===== src/mtm_pkg.sv =====
// constants and types shared by the modulo overflow timer
package mtm_pkg;

  // register byte addresses on the AXI4-Lite bus
  localparam logic [7:0] MTM_OFS_SC   = 8'h00;
  localparam logic [7:0] MTM_OFS_CFG  = 8'h04;
  localparam logic [7:0] MTM_OFS_CNTH = 8'h08;
  localparam logic [7:0] MTM_OFS_CNTL = 8'h0C;
  localparam logic [7:0] MTM_OFS_MODH = 8'h10;
  localparam logic [7:0] MTM_OFS_MODL = 8'h14;

  // timer_status_control_reg field positions
  localparam int MTM_SC_FLAG_BIT    = 7;
  localparam int MTM_SC_IRQEN_BIT   = 6;
  localparam int MTM_SC_RESTART_BIT = 5;
  localparam int MTM_SC_HALT_BIT    = 4;

  // configuration register field positions
  localparam int MTM_CFG_SRC_LSB = 4;
  localparam int MTM_CFG_PS_LSB  = 0;

  // source select encodings
  localparam logic [1:0] MTM_SRC_BUS   = 2'b00;
  localparam logic [1:0] MTM_SRC_FIXED = 2'b01;

  // prescaler: highest legal code and the divide-by-256 mask
  localparam logic [3:0] MTM_PS_MAX  = 4'h8;
  localparam logic [7:0] MTM_PS_MASK_MAX = 8'hFF;

  // values after reset, and the count top used when the modulo is zero
  localparam logic [15:0] MTM_CNT_RST = 16'h0000;
  localparam logic [15:0] MTM_MOD_RST = 16'h0000;
  localparam logic [15:0] MTM_CNT_TOP_FREE = 16'hFFFF;
  localparam logic [7:0]  MTM_PRE_RST = 8'h00;

  // AXI response codes
  localparam logic [1:0] MTM_RESP_OKAY   = 2'b00;
  localparam logic [1:0] MTM_RESP_SLVERR = 2'b10;

  typedef struct packed {
    logic       halt;
    logic       irq_en;
    logic [1:0] src;
    logic [3:0] ps;
  } mtm_ctrl_t;

  localparam mtm_ctrl_t MTM_CTRL_RST = '{halt: 1'b1, irq_en: 1'b0, src: 2'b00, ps: 4'h0};

endpackage : mtm_pkg


===== src/mtm_modulo_timer.sv =====
// modulo overflow timer with AXI4-Lite register access
`timescale 1ns/1ns
module mtm_modulo_timer
  import mtm_pkg::*;
#(
  parameter int ADDR_W = 8
)(
  input  wire logic              clock,
  input  wire logic              sys_rst,
  input  wire logic              fixed_freq_clock,
  input  wire logic [ADDR_W-1:0] s_axi_awaddr,
  input  wire logic              s_axi_awvalid,
  output logic                   s_axi_awready,
  input  wire logic [31:0]       s_axi_wdata,
  input  wire logic [3:0]        s_axi_wstrb,
  input  wire logic              s_axi_wvalid,
  output logic                   s_axi_wready,
  output logic [1:0]             s_axi_bresp,
  output logic                   s_axi_bvalid,
  input  wire logic              s_axi_bready,
  input  wire logic [ADDR_W-1:0] s_axi_araddr,
  input  wire logic              s_axi_arvalid,
  output logic                   s_axi_arready,
  output logic [31:0]            s_axi_rdata,
  output logic [1:0]             s_axi_rresp,
  output logic                   s_axi_rvalid,
  input  wire logic              s_axi_rready,
  output logic                   overflow_irq
);

  if (ADDR_W < 8) begin : g_bad_addr
    $error("ADDR_W must be at least 8");
  end

  ////////////////////////////////////////////////////////////////////////////
  // AXI4-Lite write channel capture
  logic              aw_held_q;
  logic              w_held_q;
  logic [7:0]        aw_addr_q;
  logic [7:0]        w_data_q;
  logic              w_lane0_q;
  logic              wr_fire;
  logic              aw_hit_ok;

  assign wr_fire = aw_held_q && w_held_q && !s_axi_bvalid;

  always_ff @(posedge clock or posedge sys_rst)
  begin
    if (sys_rst)
    begin
      aw_held_q     <= 1'b0;
      aw_addr_q     <= 8'h00;
      s_axi_awready <= 1'b0;
    end
    else if (s_axi_awvalid && s_axi_awready)
    begin
      aw_held_q     <= 1'b1;
      aw_addr_q     <= s_axi_awaddr[7:0];
      s_axi_awready <= 1'b0;
    end
    else
    begin
      if (wr_fire)
      begin
        aw_held_q <= 1'b0;
      end
      s_axi_awready <= !aw_held_q;
    end
  end

  always_ff @(posedge clock or posedge sys_rst)
  begin
    if (sys_rst)
    begin
      w_held_q     <= 1'b0;
      w_data_q     <= 8'h00;
      w_lane0_q    <= 1'b0;
      s_axi_wready <= 1'b0;
    end
    else if (s_axi_wvalid && s_axi_wready)
    begin
      w_held_q     <= 1'b1;
      w_data_q     <= s_axi_wdata[7:0];
      w_lane0_q    <= s_axi_wstrb[0];
      s_axi_wready <= 1'b0;
    end
    else
    begin
      if (wr_fire)
      begin
        w_held_q <= 1'b0;
      end
      s_axi_wready <= !w_held_q;
    end
  end

  // only byte lane 0 carries register data; other lanes are ignored
  logic wr_sc;
  logic wr_cfg;
  logic wr_modh;
  logic wr_modl;

  assign wr_sc   = wr_fire && w_lane0_q && (aw_addr_q == MTM_OFS_SC);
  assign wr_cfg  = wr_fire && w_lane0_q && (aw_addr_q == MTM_OFS_CFG);
  assign wr_modh = wr_fire && w_lane0_q && (aw_addr_q == MTM_OFS_MODH);
  assign wr_modl = wr_fire && w_lane0_q && (aw_addr_q == MTM_OFS_MODL);
  assign aw_hit_ok = (aw_addr_q == MTM_OFS_SC) || (aw_addr_q == MTM_OFS_CFG) ||
                     (aw_addr_q == MTM_OFS_CNTH) || (aw_addr_q == MTM_OFS_CNTL) ||
                     (aw_addr_q == MTM_OFS_MODH) || (aw_addr_q == MTM_OFS_MODL);

  always_ff @(posedge clock or posedge sys_rst)
  begin
    if (sys_rst)
    begin
      s_axi_bvalid <= 1'b0;
      s_axi_bresp  <= MTM_RESP_OKAY;
    end
    else if (wr_fire)
    begin
      s_axi_bvalid <= 1'b1;
      s_axi_bresp  <= aw_hit_ok ? MTM_RESP_OKAY : MTM_RESP_SLVERR;
    end
    else if (s_axi_bready)
    begin
      s_axi_bvalid <= 1'b0;
    end
  end

  ////////////////////////////////////////////////////////////////////////////
  // control state
  mtm_ctrl_t ctrl_q;
  logic      restart;

  assign restart = wr_sc && w_data_q[MTM_SC_RESTART_BIT];

  always_ff @(posedge clock or posedge sys_rst)
  begin
    if (sys_rst)
    begin
      ctrl_q <= MTM_CTRL_RST;
    end
    else
    begin
      if (wr_sc)
      begin
        ctrl_q.halt   <= w_data_q[MTM_SC_HALT_BIT];
        ctrl_q.irq_en <= w_data_q[MTM_SC_IRQEN_BIT];
      end
      if (wr_cfg)
      begin
        ctrl_q.src <= w_data_q[MTM_CFG_SRC_LSB +: 2];
        ctrl_q.ps  <= w_data_q[MTM_CFG_PS_LSB +: 4];
      end
    end
  end

  ////////////////////////////////////////////////////////////////////////////
  // source selection; the fixed clock is a pin, so it is synchronised
  logic fx_s1_q;
  logic fx_s2_q;
  logic fx_s3_q;
  logic src_tick;

  always_ff @(posedge clock or posedge sys_rst)
  begin
    if (sys_rst)
    begin
      fx_s1_q <= 1'b0;
      fx_s2_q <= 1'b0;
      fx_s3_q <= 1'b0;
    end
    else
    begin
      fx_s1_q <= fixed_freq_clock;
      fx_s2_q <= fx_s1_q;
      fx_s3_q <= fx_s2_q;
    end
  end

  // fixed clock must run below half the bus clock to be seen
  always_comb
  begin
    unique case (ctrl_q.src)
      MTM_SRC_BUS:   src_tick = 1'b1;
      MTM_SRC_FIXED: src_tick = fx_s2_q && !fx_s3_q;
      default:       src_tick = 1'b0;
    endcase
  end

  ////////////////////////////////////////////////////////////////////////////
  // prescaler; its phase survives a ratio change, so no count is lost
  logic [7:0] pre_q;
  logic [7:0] pre_mask;
  logic       cnt_tick;

  always_comb
  begin
    if (ctrl_q.ps > MTM_PS_MAX)
    begin
      pre_mask = MTM_PS_MASK_MAX;
    end
    else
    begin
      pre_mask = 8'((9'h001 << ctrl_q.ps) - 9'h001);
    end
  end

  assign cnt_tick = src_tick && !ctrl_q.halt && ((pre_q & pre_mask) == pre_mask);

  always_ff @(posedge clock or posedge sys_rst)
  begin
    if (sys_rst)
    begin
      pre_q <= MTM_PRE_RST;
    end
    else if (restart)
    begin
      pre_q <= MTM_PRE_RST;
    end
    else if (src_tick && !ctrl_q.halt)
    begin
      pre_q <= pre_q + 8'h01;
    end
  end

  ////////////////////////////////////////////////////////////////////////////
  // modulo write buffer
  logic [15:0] mod_q;
  logic [15:0] mod_buf_q;
  logic        modh_pend_q;
  logic        modl_pend_q;
  logic        mod_first_q;
  logic        mod_load;
  logic [15:0] mod_new;

  assign mod_load = (wr_modh && modl_pend_q) || (wr_modl && modh_pend_q);
  assign mod_new  = wr_modh ? {w_data_q, mod_buf_q[7:0]} : {mod_buf_q[15:8], w_data_q};

  always_ff @(posedge clock or posedge sys_rst)
  begin
    if (sys_rst)
    begin
      mod_q       <= MTM_MOD_RST;
      mod_buf_q   <= MTM_MOD_RST;
      modh_pend_q <= 1'b0;
      modl_pend_q <= 1'b0;
      mod_first_q <= 1'b1;
    end
    else if (restart)
    begin
      modh_pend_q <= 1'b0;
      modl_pend_q <= 1'b0;
    end
    else if (mod_load)
    begin
      mod_q       <= mod_new;
      modh_pend_q <= 1'b0;
      modl_pend_q <= 1'b0;
      mod_first_q <= 1'b0;
    end
    else
    begin
      if (wr_modh)
      begin
        mod_buf_q[15:8] <= w_data_q;
        modh_pend_q     <= 1'b1;
      end
      if (wr_modl)
      begin
        mod_buf_q[7:0] <= w_data_q;
        modl_pend_q    <= 1'b1;
      end
    end
  end

  ////////////////////////////////////////////////////////////////////////////
  // main counter
  logic [15:0] cnt_q;
  logic [15:0] cnt_top;
  logic        ovf;

  assign cnt_top = (mod_q == MTM_MOD_RST) ? MTM_CNT_TOP_FREE : mod_q;
  assign ovf     = cnt_tick && (cnt_q == cnt_top) && !restart;

  always_ff @(posedge clock or posedge sys_rst)
  begin
    if (sys_rst)
    begin
      cnt_q <= MTM_CNT_RST;
    end
    else if (restart || (mod_load && mod_first_q))
    begin
      cnt_q <= MTM_CNT_RST;
    end
    else if (cnt_tick)
    begin
      cnt_q <= (cnt_q == cnt_top) ? MTM_CNT_RST : cnt_q + 16'h0001;
    end
  end

  ////////////////////////////////////////////////////////////////////////////
  // read channel and read side effects
  logic       rd_fire;
  logic [7:0] rd_addr;
  logic       rd_sc;
  logic       rd_cnth;
  logic       rd_cntl;

  assign rd_fire = s_axi_arvalid && s_axi_arready;
  assign rd_addr = s_axi_araddr[7:0];
  assign rd_sc   = rd_fire && (rd_addr == MTM_OFS_SC);
  assign rd_cnth = rd_fire && (rd_addr == MTM_OFS_CNTH);
  assign rd_cntl = rd_fire && (rd_addr == MTM_OFS_CNTL);

  // count coherency latch
  logic [15:0] cnt_buf_q;
  logic        cnt_held_q;
  logic        cnt_hi_first_q;

  always_ff @(posedge clock or posedge sys_rst)
  begin
    if (sys_rst)
    begin
      cnt_buf_q      <= MTM_CNT_RST;
      cnt_held_q     <= 1'b0;
      cnt_hi_first_q <= 1'b0;
    end
    else if (restart)
    begin
      cnt_held_q <= 1'b0;
    end
    else if ((rd_cnth || rd_cntl) && !cnt_held_q)
    begin
      cnt_buf_q      <= cnt_q;
      cnt_held_q     <= 1'b1;
      cnt_hi_first_q <= rd_cnth;
    end
    else if ((rd_cntl && cnt_hi_first_q) || (rd_cnth && !cnt_hi_first_q))
    begin
      cnt_held_q <= 1'b0;
    end
  end

  // overflow flag with two-step clear
  logic flag_q;
  logic arm_q;
  logic sc_clr_wr;

  assign sc_clr_wr = wr_sc && !w_data_q[MTM_SC_FLAG_BIT];

  always_ff @(posedge clock or posedge sys_rst)
  begin
    if (sys_rst)
    begin
      arm_q <= 1'b0;
    end
    else if (ovf || restart || wr_sc)
    begin
      arm_q <= 1'b0;
    end
    else if (rd_sc && flag_q)
    begin
      arm_q <= 1'b1;
    end
  end

  // a fresh overflow beats a clearing write in the same cycle; a restart suppresses the overflow and clears the flag
  always_ff @(posedge clock or posedge sys_rst)
  begin
    if (sys_rst)
    begin
      flag_q <= 1'b0;
    end
    else if (restart)
    begin
      flag_q <= 1'b0;
    end
    else if (ovf)
    begin
      flag_q <= 1'b1;
    end
    else if (sc_clr_wr && arm_q)
    begin
      flag_q <= 1'b0;
    end
  end

  always_ff @(posedge clock or posedge sys_rst)
  begin
    if (sys_rst)
    begin
      overflow_irq <= 1'b0;
    end
    else
    begin
      overflow_irq <= flag_q && ctrl_q.irq_en;
    end
  end

  logic [7:0] rd_byte;
  logic       rd_ok;

  always_comb
  begin
    rd_byte = 8'h00;
    rd_ok   = 1'b1;
    unique case (rd_addr)
      MTM_OFS_SC:   rd_byte = {flag_q, ctrl_q.irq_en, 1'b0, ctrl_q.halt, 4'h0};
      MTM_OFS_CFG:  rd_byte = {2'b00, ctrl_q.src, ctrl_q.ps};
      MTM_OFS_CNTH: rd_byte = cnt_held_q ? cnt_buf_q[15:8] : cnt_q[15:8];
      MTM_OFS_CNTL: rd_byte = cnt_held_q ? cnt_buf_q[7:0] : cnt_q[7:0];
      MTM_OFS_MODH: rd_byte = mod_q[15:8];
      MTM_OFS_MODL: rd_byte = mod_q[7:0];
      default:      rd_ok   = 1'b0;
    endcase
  end

  always_ff @(posedge clock or posedge sys_rst)
  begin
    if (sys_rst)
    begin
      s_axi_arready <= 1'b0;
      s_axi_rvalid  <= 1'b0;
      s_axi_rdata   <= 32'h00000000;
      s_axi_rresp   <= MTM_RESP_OKAY;
    end
    else if (rd_fire)
    begin
      s_axi_arready <= 1'b0;
      s_axi_rvalid  <= 1'b1;
      s_axi_rdata   <= {24'h000000, rd_byte};
      s_axi_rresp   <= rd_ok ? MTM_RESP_OKAY : MTM_RESP_SLVERR;
    end
    else
    begin
      if (s_axi_rready)
      begin
        s_axi_rvalid <= 1'b0;
      end
      s_axi_arready <= !s_axi_rvalid;
    end
  end
endmodule : mtm_modulo_timer


===== config.mk =====
export PLATFORM = sky130hd
export DESIGN_NAME = mtm_modulo_timer
export DESIGN_NICKNAME = d
export VERILOG_FILES = /design/src/mtm_pkg.sv /design/src/mtm_modulo_timer.sv
export SDC_FILE = /design/constraint.sdc
export NUM_CORES = 1
export LEC_CHECK = 0
export ABC_CLOCK_PERIOD_IN_PS = 4390
export BUFFER_PORTS_ARGS = -buffer_cell sky130_fd_sc_hd__buf_4
export CAP_MARGIN = 20
export CORE_MARGIN = 5
export CORE_UTILIZATION = 57
export DETAILED_ROUTE_END_ITERATION = 16
export GPL_TIMING_DRIVEN = 1
export PLACE_DENSITY = 0.89
export SLEW_MARGIN = 10
export SYNTH_ARGS = -nofsm -noshare
export SYNTH_HDL_FRONTEND = slang
export SYNTH_SLANG_ARGS = --single-unit

===== constraint.sdc =====
create_clock -name clock -period 4.39 [get_ports clock]
set_clock_uncertainty 0.05 [all_clocks]
set_input_delay 0.439 -clock clock [delete_from_list [all_inputs] [get_ports clock]]
set_output_delay 0.439 -clock clock [all_outputs]
set_load 0.01 [all_outputs]

# After elaboration in Yosys (flattened, before gate mapping)
# Cells that the tools add are included.
# Widths: inputs -> output; s select.
# totals
elab_cells	164
out_inout_bits	42
reg_bits	127
in_bits	60
# op_classes
n_shift	1
magnitude_cmp	1
n_addsub	3
eq_ne	13
reduce_logical	70
n_mux	39
n_bitwise	3
# ops
op	count
$mux 16	5
$pmux 8 s6	1
$mux 8	5
$eq 8x4->1 const B	4
$eq 8x5->1 const B	4
$logic_and 1x1->1	29
$mux 1	25
$add 16x1->16 const B	1
$eq 16x16->1	1
$eq 8x3->1 const B	2
$logic_not 16->1	1
$logic_not 8->1	2
$reduce_bool 2->1	7
$reduce_bool 3->1	4
$logic_or 1x1->1	11
$logic_not 1->1	10
$add 8x1->8 const B	1
$and 8x8->8	1
$eq 8x8->1	1
$shl 1x4->8 const A	1
$sub 8x1->8 const B	1
$reduce_and 3->1	2
$reduce_or 6->1	1
$gt 4x4->1 const B	1
6 further kinds	9

# Logic depth before layout (Yosys ltp)
# Gate-level depths: netlist (run 1).
# logic_depth
ltp_word	11
ltp_mapped	13
depth_no_buf	10

# Least setup slack after synthesis (run 1)
# OpenSTA, ideal clock, no wires.
# synth_timing
path_type	register to register
start	register ctrl_q[3] (netlist name)
end	register cnt_q[14]
stages_incl_launch_ff	13
required_ps	4258
synth_period_minus_slack_ps	2909
setup_time_ps	82
path_buffers	2
slack_ps	1481
t_arrival_ps	2777
path_cell_list	dfrtp_1 clkbuf_1 nand2b_1 or3_1 ha_1 or2_2 o21ai_0 a221oi_1 a211oi_1 nand2_1 buf_2 or4_1 a31oi_1
# synth_between
elab_chain_len	7
elab_cells_between_ends	8
cone_classes	add/sub (1); order compare (1); eq/ne (1); shift (1); mux (1); bitwise (1); reduce/logical (2)
# synth_rtl
item	line_no	text
from (decl)	mtm_modulo_timer.sv:131	mtm_ctrl_t ctrl_q;
$shl 1x4->8	mtm_modulo_timer.sv:204	pre_mask = 8'((9'h001 << ctrl_q.ps) - 9'h001);
$sub 8x1->8	mtm_modulo_timer.sv:204	
$mux 8 (*)	mtm_modulo_timer.sv:198	if (ctrl_q.ps > MTM_PS_MAX)
$and 8x8->8	mtm_modulo_timer.sv:208	assign cnt_tick = src_tick && !ctrl_q.halt && ((pre_q & pre_mask) == pre_mask);
$eq 8x8->1 (*)	mtm_modulo_timer.sv:208	
$logic_and 1x1->1 (*)	mtm_modulo_timer.sv:208	
$reduce_bool 2->1 (no source line) (*)	--	
to (signal assigned)	mtm_modulo_timer.sv:297	cnt_q <= (cnt_q == cnt_top) ? MTM_CNT_RST : cnt_q + 16'h0001;
to (decl)	mtm_modulo_timer.sv:278	logic [15:0] cnt_q;
# Mark *: on every way between the ends. The rest lies on a longest branch, timed or not.
# A chain may end at the register's enable or synchronous reset.

# Worst setup path after layout (run 1)
# layout_timing
start	register ctrl_q[1] (netlist name)
end	register cnt_q[4]
# The elaborated chain is that of the path after synthesis.

==> reports/qor.yml, run 1 <==
run_status: "finished clean"
timing.max_slew.rel_slack: 0.295
post_cts.repair.setup_buffers: 0
worstMarginPinSlew_ns: 1.06
syn_avg_cell_area_um2: 10.4
finalCoreUtilization: 0.659
crit_path_max_fanout: 25
layout_cells_sized_above_1: 0.219
clock_tree.buffer_depth: 2
grt_pass1_vias: 5025
detailroute.via_count: 5006
path_clk_slew_ns: 0.06
standard_cell_row_count: 39
ys_dominant_reg_cell: "dfrtp_1"
insertedDiodeCount: 0
total_count_of_max_transition_violations_in_the_final_report: 0
clkSinkCount: 125
final.min_clock_period_ns: 3.67
synth_top_area_frac: 0.465
p_r_area_growth_vs_syn_pct: 13.6
h_tree_levels: 4
finish.instance_area_um2: 7520
globalRouteOverflowTotal: 0
synth.distinct_cells: 63
detail_route.drc_violations: 0
io_buffers: 48
grt_max_degree: 45
cellLeakagePower_nw: 3.52
grt_setup_unrepaired: "false"
finalWeightedCongestion: 0.872
cell_types_with_the_highest_counts_after_synthesis: "dfrtp_1, nand2_1, mux2_2, o21ai_0, buf_4"
cp.arrival_ns: 3.96
async_flop_share: 1.00
placeableCoreArea_um2: 11400
wl_per_cell_um: 18.2
drt_iter0_markers: 350
timing.final.hold_violations: 0
synth.cell_area_um2: 6620
grt_pass1_wl_um: 25400
antenna_left: 0
clk_latency_ns: 0.43
design.final.nets: 730
netlist.top_cell.by_area: "dfrtp_1"
powerDensity_nw_per_um2: 559
synth_edf_count: 0
place_inst: 791
crit_path_class: "reg -> reg"
instances_no_fill: 823
cts_root_buf: "clkbuf_16"
totalWireLength_um: 15000
peakVddDrop_mv: 0.410
vias_per_cell: 6.08
post_cts.resized_instances: 0
setup_violation_total_in_the_final_timing_report: 0
io_pins: 102
synth_most_common_cell: "dfrtp_1"
required_ns: 4.68
post_synth_main_area_contributors: "dfrtp_1, mux2_2, nand2_1"
die_height_um: 118
setup.worst_path.start_class: "register"
yosysWarnings: 0
synth.yosys.seq_area_share: 0.473
detailedRoute.firstPassIterationCount: 4
grt.total_usage: 0.226
max_cap_viol_count: 0
synth.ff_latch_count: 125
antenna_violations_before_repair: 0
tritoncts.num_buffers: 17
totalNegativeSetupSlack_ns: 0
final_min_period_over_clock_period: 0.837
die_w_um: 118
holdCritPathClass: "in -> async"
critical_path.endpoint_type: "register"
layout.filler_cells: 856
die_outline_area_um2: 13900
syn-instance-count: 637
timing.fmax_mhz: 272
initial_core_util: 0.580
post-dp-hpwl_um: 10400
tritoncts: "yes"
dpl_cell_area_um2: 6900
ctsHoldBuffers: 0
==> registers in the layout, summed over array words and instances, names as in the netlist, 8 cells and up <==
register / count
pre_q: 8
w_data_q: 8
ctrl_q: 8
s_axi_rdata: 8
mod_buf_q: 16
cnt_q: 16
aw_addr_q: 8
mod_q: 16
cnt_buf_q: 16
==> per-layer routing <==
layer  global-route usage  share of wire  vias to the layer above
met5                    0              0                        -
met4               0.0975          0.029                        0
met3               0.0692          0.089                       47
met2                0.362           0.48                      236
met1                0.283           0.40                     2429
li1                     -              -                     2294
==> critical path: stages (launching register included) <==
cell,delay (ns)
dfrtp_1,0.49
nor3_1,0.46
nand2_1,0.12
ha_1,0.26
or2_2,0.28
o21ai_0,0.08
a221oi_1,0.11
a211oi_1,0.31
nand2_1,0.53
or4_1,0.69
a31oi_1,0.20
==> cell families after synthesis <==
group	count (synthesis)	share of synthesized area
AO/OA/AOI/OAI	115	0.106
XOR/XNOR	18	0.0238
adder cells (fa/ha/maj)	3	0.00567
buffers and inverters	80	0.0660
flip-flops	125	0.473
multiplexers	89	0.163
other	1	0.000566
AND/OR/NAND/NOR	206	0.162
==> metrics by stage <==
| step | setup slack, ns | total power [mW] | hold slack, ns |
|---|---|---|---|
| after detailed placement | 0.830 | 2.73 | 0.287 |
| after CTS | 0.760 | 4.22 | 0.0189 |
| after floorplan | 0.577 | 2.43 | 0.281 |
| final | 0.716 | 4.21 | 0.00826 |
| after global routing | 0.482 | 4.44 | 0.0548 |
| after global placement | 1.07 | 2.64 | 0.283 |
==> power breakdown <==
part / internal, mW / total (mW) / switching [mW]
logic: 0.460 / 1.03 / 0.565
registers: 1.38 / 1.71 / 0.332
clock network: 0.947 / 1.47 / 0.525
total: 2.78 / 4.21 / 1.42
==> cell usage in the layout, fill, tap and decap left out, types with 8 or more instances in the layout <==
master     count
conb_1        26
nand3_1       26
xor2_1        11
mux2i_1       26
clkbuf_16     17
buf_4         52
nor2_1        26
or4_1          9
a31oi_1       15
mux2_1        12
nand3b_1       8
inv_1         13
nand2_1       78
dfrtp_1      123
a21oi_1       21
mux2_2        36
mux2_4         8
o21ai_1        9
o21ai_0       36
==> final cells by class <==
type	instances	area [um^2]	share of cell area
Clock buffer	17	425	0.0565
Sequential cell	125	3130	0.416
Clock inverter	15	196	0.0261
Tap cell	143	179	0.0238
Multi-Input combinational cell	457	3150	0.418
Inverter	14	55.1	0.00732
Timing Repair Buffer	52	390	0.0519
==> final timing paths <==
kind	start	end	slack, ns	cells after the start
max in group asynchronous	sys_rst	s_axi_rdata[0]$_DFFE_PP0P_	3.35	3
setup reg to reg	ctrl_q[1]$_DFFE_PP0P_	cnt_q[4]$_DFFE_PP0P_	0.72	10
setup / recovery	ctrl_q[1]$_DFFE_PP0P_	cnt_q[4]$_DFFE_PP0P_	0.72	10
hold / removal	sys_rst	cnt_q[0]$_DFFE_PP0P_	0.008	2
hold reg to reg	fx_s1_q$_DFF_PP0_	fx_s2_q$_DFF_PP0_	0.30	0
min in group clock	fixed_freq_clock	fx_s1_q$_DFF_PP0_	0.07	1
Power figures use the tool's default switching activity.
==> run 2, diff against run 1 <==
ABC_CLOCK_PERIOD_IN_PS = 3520   (was 4390)
clock period = 3.52 ns   (was 4.39 ns; I/O delays follow)
==> reports/qor.yml, run 2 (synthesis results as in run 1) <==
r2r_setup_slack_ns: 0.34  # -0.37 ns
detailedRoute.firstPassIterationCount: 5  # +1
tritoncts.num_buffers: 17  # unchanged
peakVddDrop_mv: 0.515  # +26%
multi_input_gate_area_in_the_final_layout_um2: 3150  # unchanged
final_cell_mix: "dfrtp_1, nand2_1, buf_4, o21ai_0, mux2_2"
timing.fmax_mhz: 315  # +16%
vias_per_cell: 6.10  # +0.21%
setup.worst_path.start_class: "register"
finalCoreUtilization: 0.661  # +0.00241
post_cts.resized_instances: 0  # unchanged
die_w_um: 118  # unchanged
antenna_left: 0  # unchanged
finish.instance_area_um2: 7550  # +0.37%
setup_violation_total_in_the_final_timing_report: 0  # unchanged
cells_along_the_critical_path: "nand2b_1 > or3_1 > ha_1 > or2_2 > o21ai_0 > a221oi_1 > a211oi_1 > nand2_1 > buf_4 > or4_1 > a31oi_1"
layout_cells_sized_above_1: 0.223  # +0.00424
timing.max_slew.rel_slack: 0.403  # +0.108
place_inst: 795  # +0.51%
finalWeightedCongestion: 0.870  # -0.24%
path_clk_slew_ns: 0.06  # about the same
p_r_area_growth_vs_syn_pct: 14.1
crit_slowest_cell: "or4_1"
wl_per_cell_um: 18.3  # +0.33%
h_tree_levels: 4  # unchanged
dpl_cell_area_um2: 6950  # +0.63%
standard_cell_row_count: 39  # unchanged
required_ns: 3.80  # -0.88 ns
grt_pass1_vias: 5004  # -0.42%
powerDensity_nw_per_um2: 688  # +23%
max_cap_viol_count: 0  # unchanged
die_outline_area_um2: 13900  # unchanged
area_taken_by_flip_flops_and_latches_um2: 3130  # unchanged
holdCritPathClass: "in -> reg"
totalNegativeSetupSlack_ns: 0  # unchanged
die_height_um: 118  # unchanged
run_status: "finished clean"
design.final.nets: 735  # +0.68%
grt_max_degree: 60  # +33%
clock_tree.buffer_depth: 2  # unchanged
timing.final.hold_violations: 0  # unchanged
detail_route.drc_violations: 0  # unchanged
tritoncts: "yes"
totalPowerFinal_mw: 5.19  # +23%
max_stage_delay_ns: 0.54  # -0.15 ns
worstMarginPinSlew_ns: 0.894  # -0.164 ns
clk_latency_ns: 0.42  # about the same
grt.total_usage: 0.223  # -0.00285
total_count_of_max_transition_violations_in_the_final_report: 0  # unchanged
grt_pass1_wl_um: 25000  # -1.3%
drt_iter0_markers: 402  # +15%
cp.arrival_ns: 3.45  # -0.51 ns
cp_num_buf_inv: 1  # +1
crit_path_class: "reg -> reg"
post-dp-hpwl_um: 10500  # +1.1%
placeableCoreArea_um2: 11400  # unchanged
antenna_violations_before_repair: 0  # unchanged
clkSinkCount: 125  # unchanged
detailroute.via_count: 5047  # +0.82%
cellLeakagePower_nw: 3.53  # +0.26%
final_min_period_over_clock_period: 0.903  # +0.0662
critical_path.endpoint_type: "register"
crit_path_max_fanout: 25  # unchanged
io_buffers: 48  # unchanged
initial_core_util: 0.580  # unchanged
final.min_clock_period_ns: 3.18  # -0.495 ns
globalRouteOverflowTotal: 0  # unchanged
totalWireLength_um: 15100  # +0.94%
insertedDiodeCount: 0  # unchanged
grt_setup_unrepaired: "false"
io_pins: 102  # unchanged
layout_commonest_cell: "dfrtp_1"
instances_no_fill: 828  # +0.61%
layout.filler_cells: 855  # -0.12%
worst_path_dominant_cell_family: "simple AND/OR/NAND/NOR gates"
cts_root_buf: "clkbuf_16"
-- run 2: cell count changes in the layout (fill, tap and decap cells not counted) --
cell	delta
clkinvlp_4	+1
clkinv_2	-3
buf_4	+3
buf_12	+1
dlygate4sd3_1	+1
clkinv_4	-1
bufinv_16	-2
inv_6	+5
clkbuf_8	+1
inv_4	-1
-- run 2: final timing paths --
path	startpoint	to	depth (start not counted)
hold / removal	s_axi_bready	s_axi_bvalid$_DFFE_PP0P_	2
setup / recovery	ctrl_q[3]$_DFFE_PP0P_	cnt_q[8]$_DFFE_PP0P_	11
setup reg to reg	ctrl_q[3]$_DFFE_PP0P_	cnt_q[8]$_DFFE_PP0P_	11
min in group asynchronous	sys_rst	cnt_q[2]$_DFFE_PP0P_	2
hold reg to reg	fx_s1_q$_DFF_PP0_	fx_s2_q$_DFF_PP0_	0
max in group asynchronous	sys_rst	w_data_q[6]$_DFFE_PP0P_	3
-- run 2: power by group --
group	total (mW)	switching, mW	internal [mW]
registers	2.13	0.411	1.72
logic	1.31	0.709	0.602
clock network	1.75	0.680	1.07
-- run 2: area by class of cell --
cell class | count | share of cell area
clock inverters | 14 | 0.0207
well taps | 143 | 0.0237
inverters | 14 | 0.00746
multi-input cells | 457 | 0.417
clock buffers | 18 | 0.0582
repair buffers | 57 | 0.0587
flip-flops and latches | 125 | 0.415
-- run 2: timing repair --
action,in CTS,in global routing
hold endpoints to repair,1,0
hold buffers,1,0
setup buffers,0,0
-- run 2: per-stage QoR --
stage	hold slack [ns]	setup slack (ns)
2_1_floorplan	0.281	0.611
3_3_place_gp	0.284	0.478
3_5_place_dp	0.313	0.393
4_1_cts	0.0378	0.374
5_1_grt	0.0395	0.196
6_report	0.0542	0.341
-- run 2: per-layer routing --
metal  up-vias  GRT usage  part of all wire
met3        25     0.0663             0.075
met2       227      0.358              0.49
met5         -          0                 0
met4         0     0.0910             0.018
met1      2496      0.283              0.41
li1       2299          -                 -
==> run 3, diff against run 2 <==
CELL_PAD_IN_SITES_DETAIL_PLACEMENT = 0   (was unset)
CELL_PAD_IN_SITES_GLOBAL_PLACEMENT = 1   (was unset)
CORE_UTILIZATION = 45   (was 57)
PLACE_DENSITY = 0.9   (was 0.89)
==> reports/qor.yml, run 3 (synthesis results as in run 1) <==
tritoncts: "yes"
final_min_period_over_clock_period: 0.918  # +0.0151
p_r_area_growth_vs_syn_pct: 15.2
grt_setup_unrepaired: "false"
reg2reg_from: "ctrl_q[1]$_DFFE_PP0P_"
r2r.worst_path.cells: 11  # unchanged
global_route.peak_usage_layer: "met2"
globalRouteOverflowTotal: 0  # unchanged
peakVddDrop_mv: 0.473  # -8.1%
post_cts.repair.setup_buffers: 0  # unchanged
timing.max_slew.rel_slack: 0.434  # +0.0310
design.final.nets: 739  # +0.54%
crit_path_max_fanout: 25  # unchanged
total_count_of_max_transition_violations_in_the_final_report: 0  # unchanged
insertedDiodeCount: 0  # unchanged
layout_cells_sized_above_1: 0.225  # +0.00161
cellLeakagePower_nw: 3.54  # +0.43%
grt_pass1_vias: 5004  # unchanged
vias_per_cell: 5.68  # -6.8%
layout_commonest_cell: "dfrtp_1"
max_cap_viol_count: 0  # unchanged
totalPowerFinal_mw: 5.15  # -0.91%
die_w_um: 131  # +11%
final_cell_mix: "dfrtp_1, nand2_1, buf_4, o21ai_0, mux2_2"
final.min_clock_period_ns: 3.23  # +0.0531 ns
setup.worst_path.start_class: "register"
clock_tree.buffer_depth: 2  # unchanged
grt.total_usage: 0.180  # -0.0430
placeableCoreArea_um2: 14500  # +27%
holdCritPathClass: "in -> async"
io_buffers: 48  # unchanged
setup_violation_total_in_the_final_timing_report: 0  # unchanged
m1_gr_usage: 0.234  # -0.0492
path_clk_slew_ns: 0.06  # about the same
cts_root_buf: "clkbuf_16"
totalNegativeSetupSlack_ns: 0  # unchanged
wl_per_cell_um: 17.5  # -4.2%
detail_route.drc_violations: 0  # unchanged
crit_path_class: "reg -> reg"
timing.fmax_mhz: 309  # -1.6%
hold_slack_ns: 0.0507  # -0.00348 ns
totalWireLength_um: 15300  # +0.97%
timing.final.hold_violations: 0  # unchanged
detailedRoute.firstPassIterationCount: 5  # unchanged
critical_path.endpoint_type: "register"
clk_latency_ns: 0.42  # about the same
r2r_setup_slack_ns: 0.29  # -0.05 ns
post_cts.resized_instances: 0  # unchanged
powerDensity_nw_per_um2: 675  # -1.9%
die_height_um: 131  # +11%
run_status: "finished clean"
required_ns: 3.80  # about the same
cp.arrival_ns: 3.51  # +0.06 ns
tritoncts.num_buffers: 17  # unchanged
grt.met3_usage: 0.0520  # -0.0143
clkSinkCount: 125  # unchanged
drt_iter0_markers: 458  # +14%
antenna_violations_before_repair: 0  # unchanged
grt_pass1_wl_um: 25300  # +1.2%
post-dp-hpwl_um: 11000  # +4.3%
groute.layer.met2.usage: 0.283  # -0.0752
standard_cell_row_count: 44  # +13%
io_pins: 102  # unchanged
antenna_left: 0  # unchanged
worstMarginPinSlew_ns: 0.847  # -0.0464 ns
detailroute.via_count: 4957  # -1.8%
grt_max_degree: 49  # -18%
die_outline_area_um2: 17200  # +24%
finalWeightedCongestion: 0.974  # +12%
initial_core_util: 0.457  # -0.123
ctsHoldBuffers: 1  # unchanged
r2r-end: "cnt_q[13]$_DFFE_PP0P_"
h_tree_levels: 4  # unchanged
[run 3: changes by cell type in the layout (fill, tap and decap cells not counted)]
cell,before,now
clkbuf_8,1,3
buf_4,55,59
clkinv_4,3,1
clkinv_2,2,4
clkinvlp_4,2,3
clkbuf_1,0,2
inv_6,6,1
[run 3: layout make-up]
cell class | instances | area [um^2]
clock buffer | 22 | 474
clock inverter | 10 | 113
fill | 1274 | 6860
inverter | 14 | 56.3
multi-input combinational | 457 | 3150
sequential | 125 | 3130
tap | 184 | 230
timing repair buffer | 61 | 473
[run 3: worst max-delay path by stage]
stage                               start               endpoint  slack, ns  cells past startpoint
global placement    ctrl_q[1]$_DFFE_PP0P_   cnt_q[4]$_DFFE_PP0P_       0.49                     11
detailed placement  ctrl_q[1]$_DFFE_PP0P_   cnt_q[7]$_DFFE_PP0P_       0.38                     11
CTS                 ctrl_q[1]$_DFFE_PP0P_  cnt_q[13]$_DFFE_PP0P_       0.32                     11
global route        ctrl_q[1]$_DFFE_PP0P_  cnt_q[13]$_DFFE_PP0P_       0.08                     11
floorplan           ctrl_q[3]$_DFFE_PP0P_  cnt_q[14]$_DFFE_PP0P_       0.61                     12
finish              ctrl_q[1]$_DFFE_PP0P_  cnt_q[13]$_DFFE_PP0P_       0.29                     11
[run 3: stage by stage]
step                std cells  setup slack (ns)  utilization  instance area (um^2)
floorplan                 662             0.611            -                  6720
finish                    873             0.288        0.527                  7620
global placement          840             0.493        0.485                  7030
global route              873            0.0791        0.527                  7620
detailed placement        840             0.380        0.485                  7030
CTS                       873             0.324        0.527                  7620
[run 3: layer usage]
layer,vias to the layer above,share of wire
li1,2313,-
met1,2426,0.43
met2,179,0.47
met3,39,0.074
met4,0,0.027
met5,-,0
[run 3: worst max-delay path, stage by stage (launching register included)]
cell,delay (ns)
dfrtp_1,0.50
nor3_1,0.44
nand2_1,0.11
ha_1,0.26
or2_2,0.28
o21ai_0,0.08
a221oi_1,0.11
a211oi_1,0.27
nand2_1,0.08
buf_4,0.21
or4_1,0.53
a31oi_1,0.20
[run 3: where the power goes]
group          internal [mW]  leakage [nW]  switching, mW
sequential              1.72          1.64          0.372
clock                   1.09         0.286          0.627
combinational          0.614          1.62          0.720
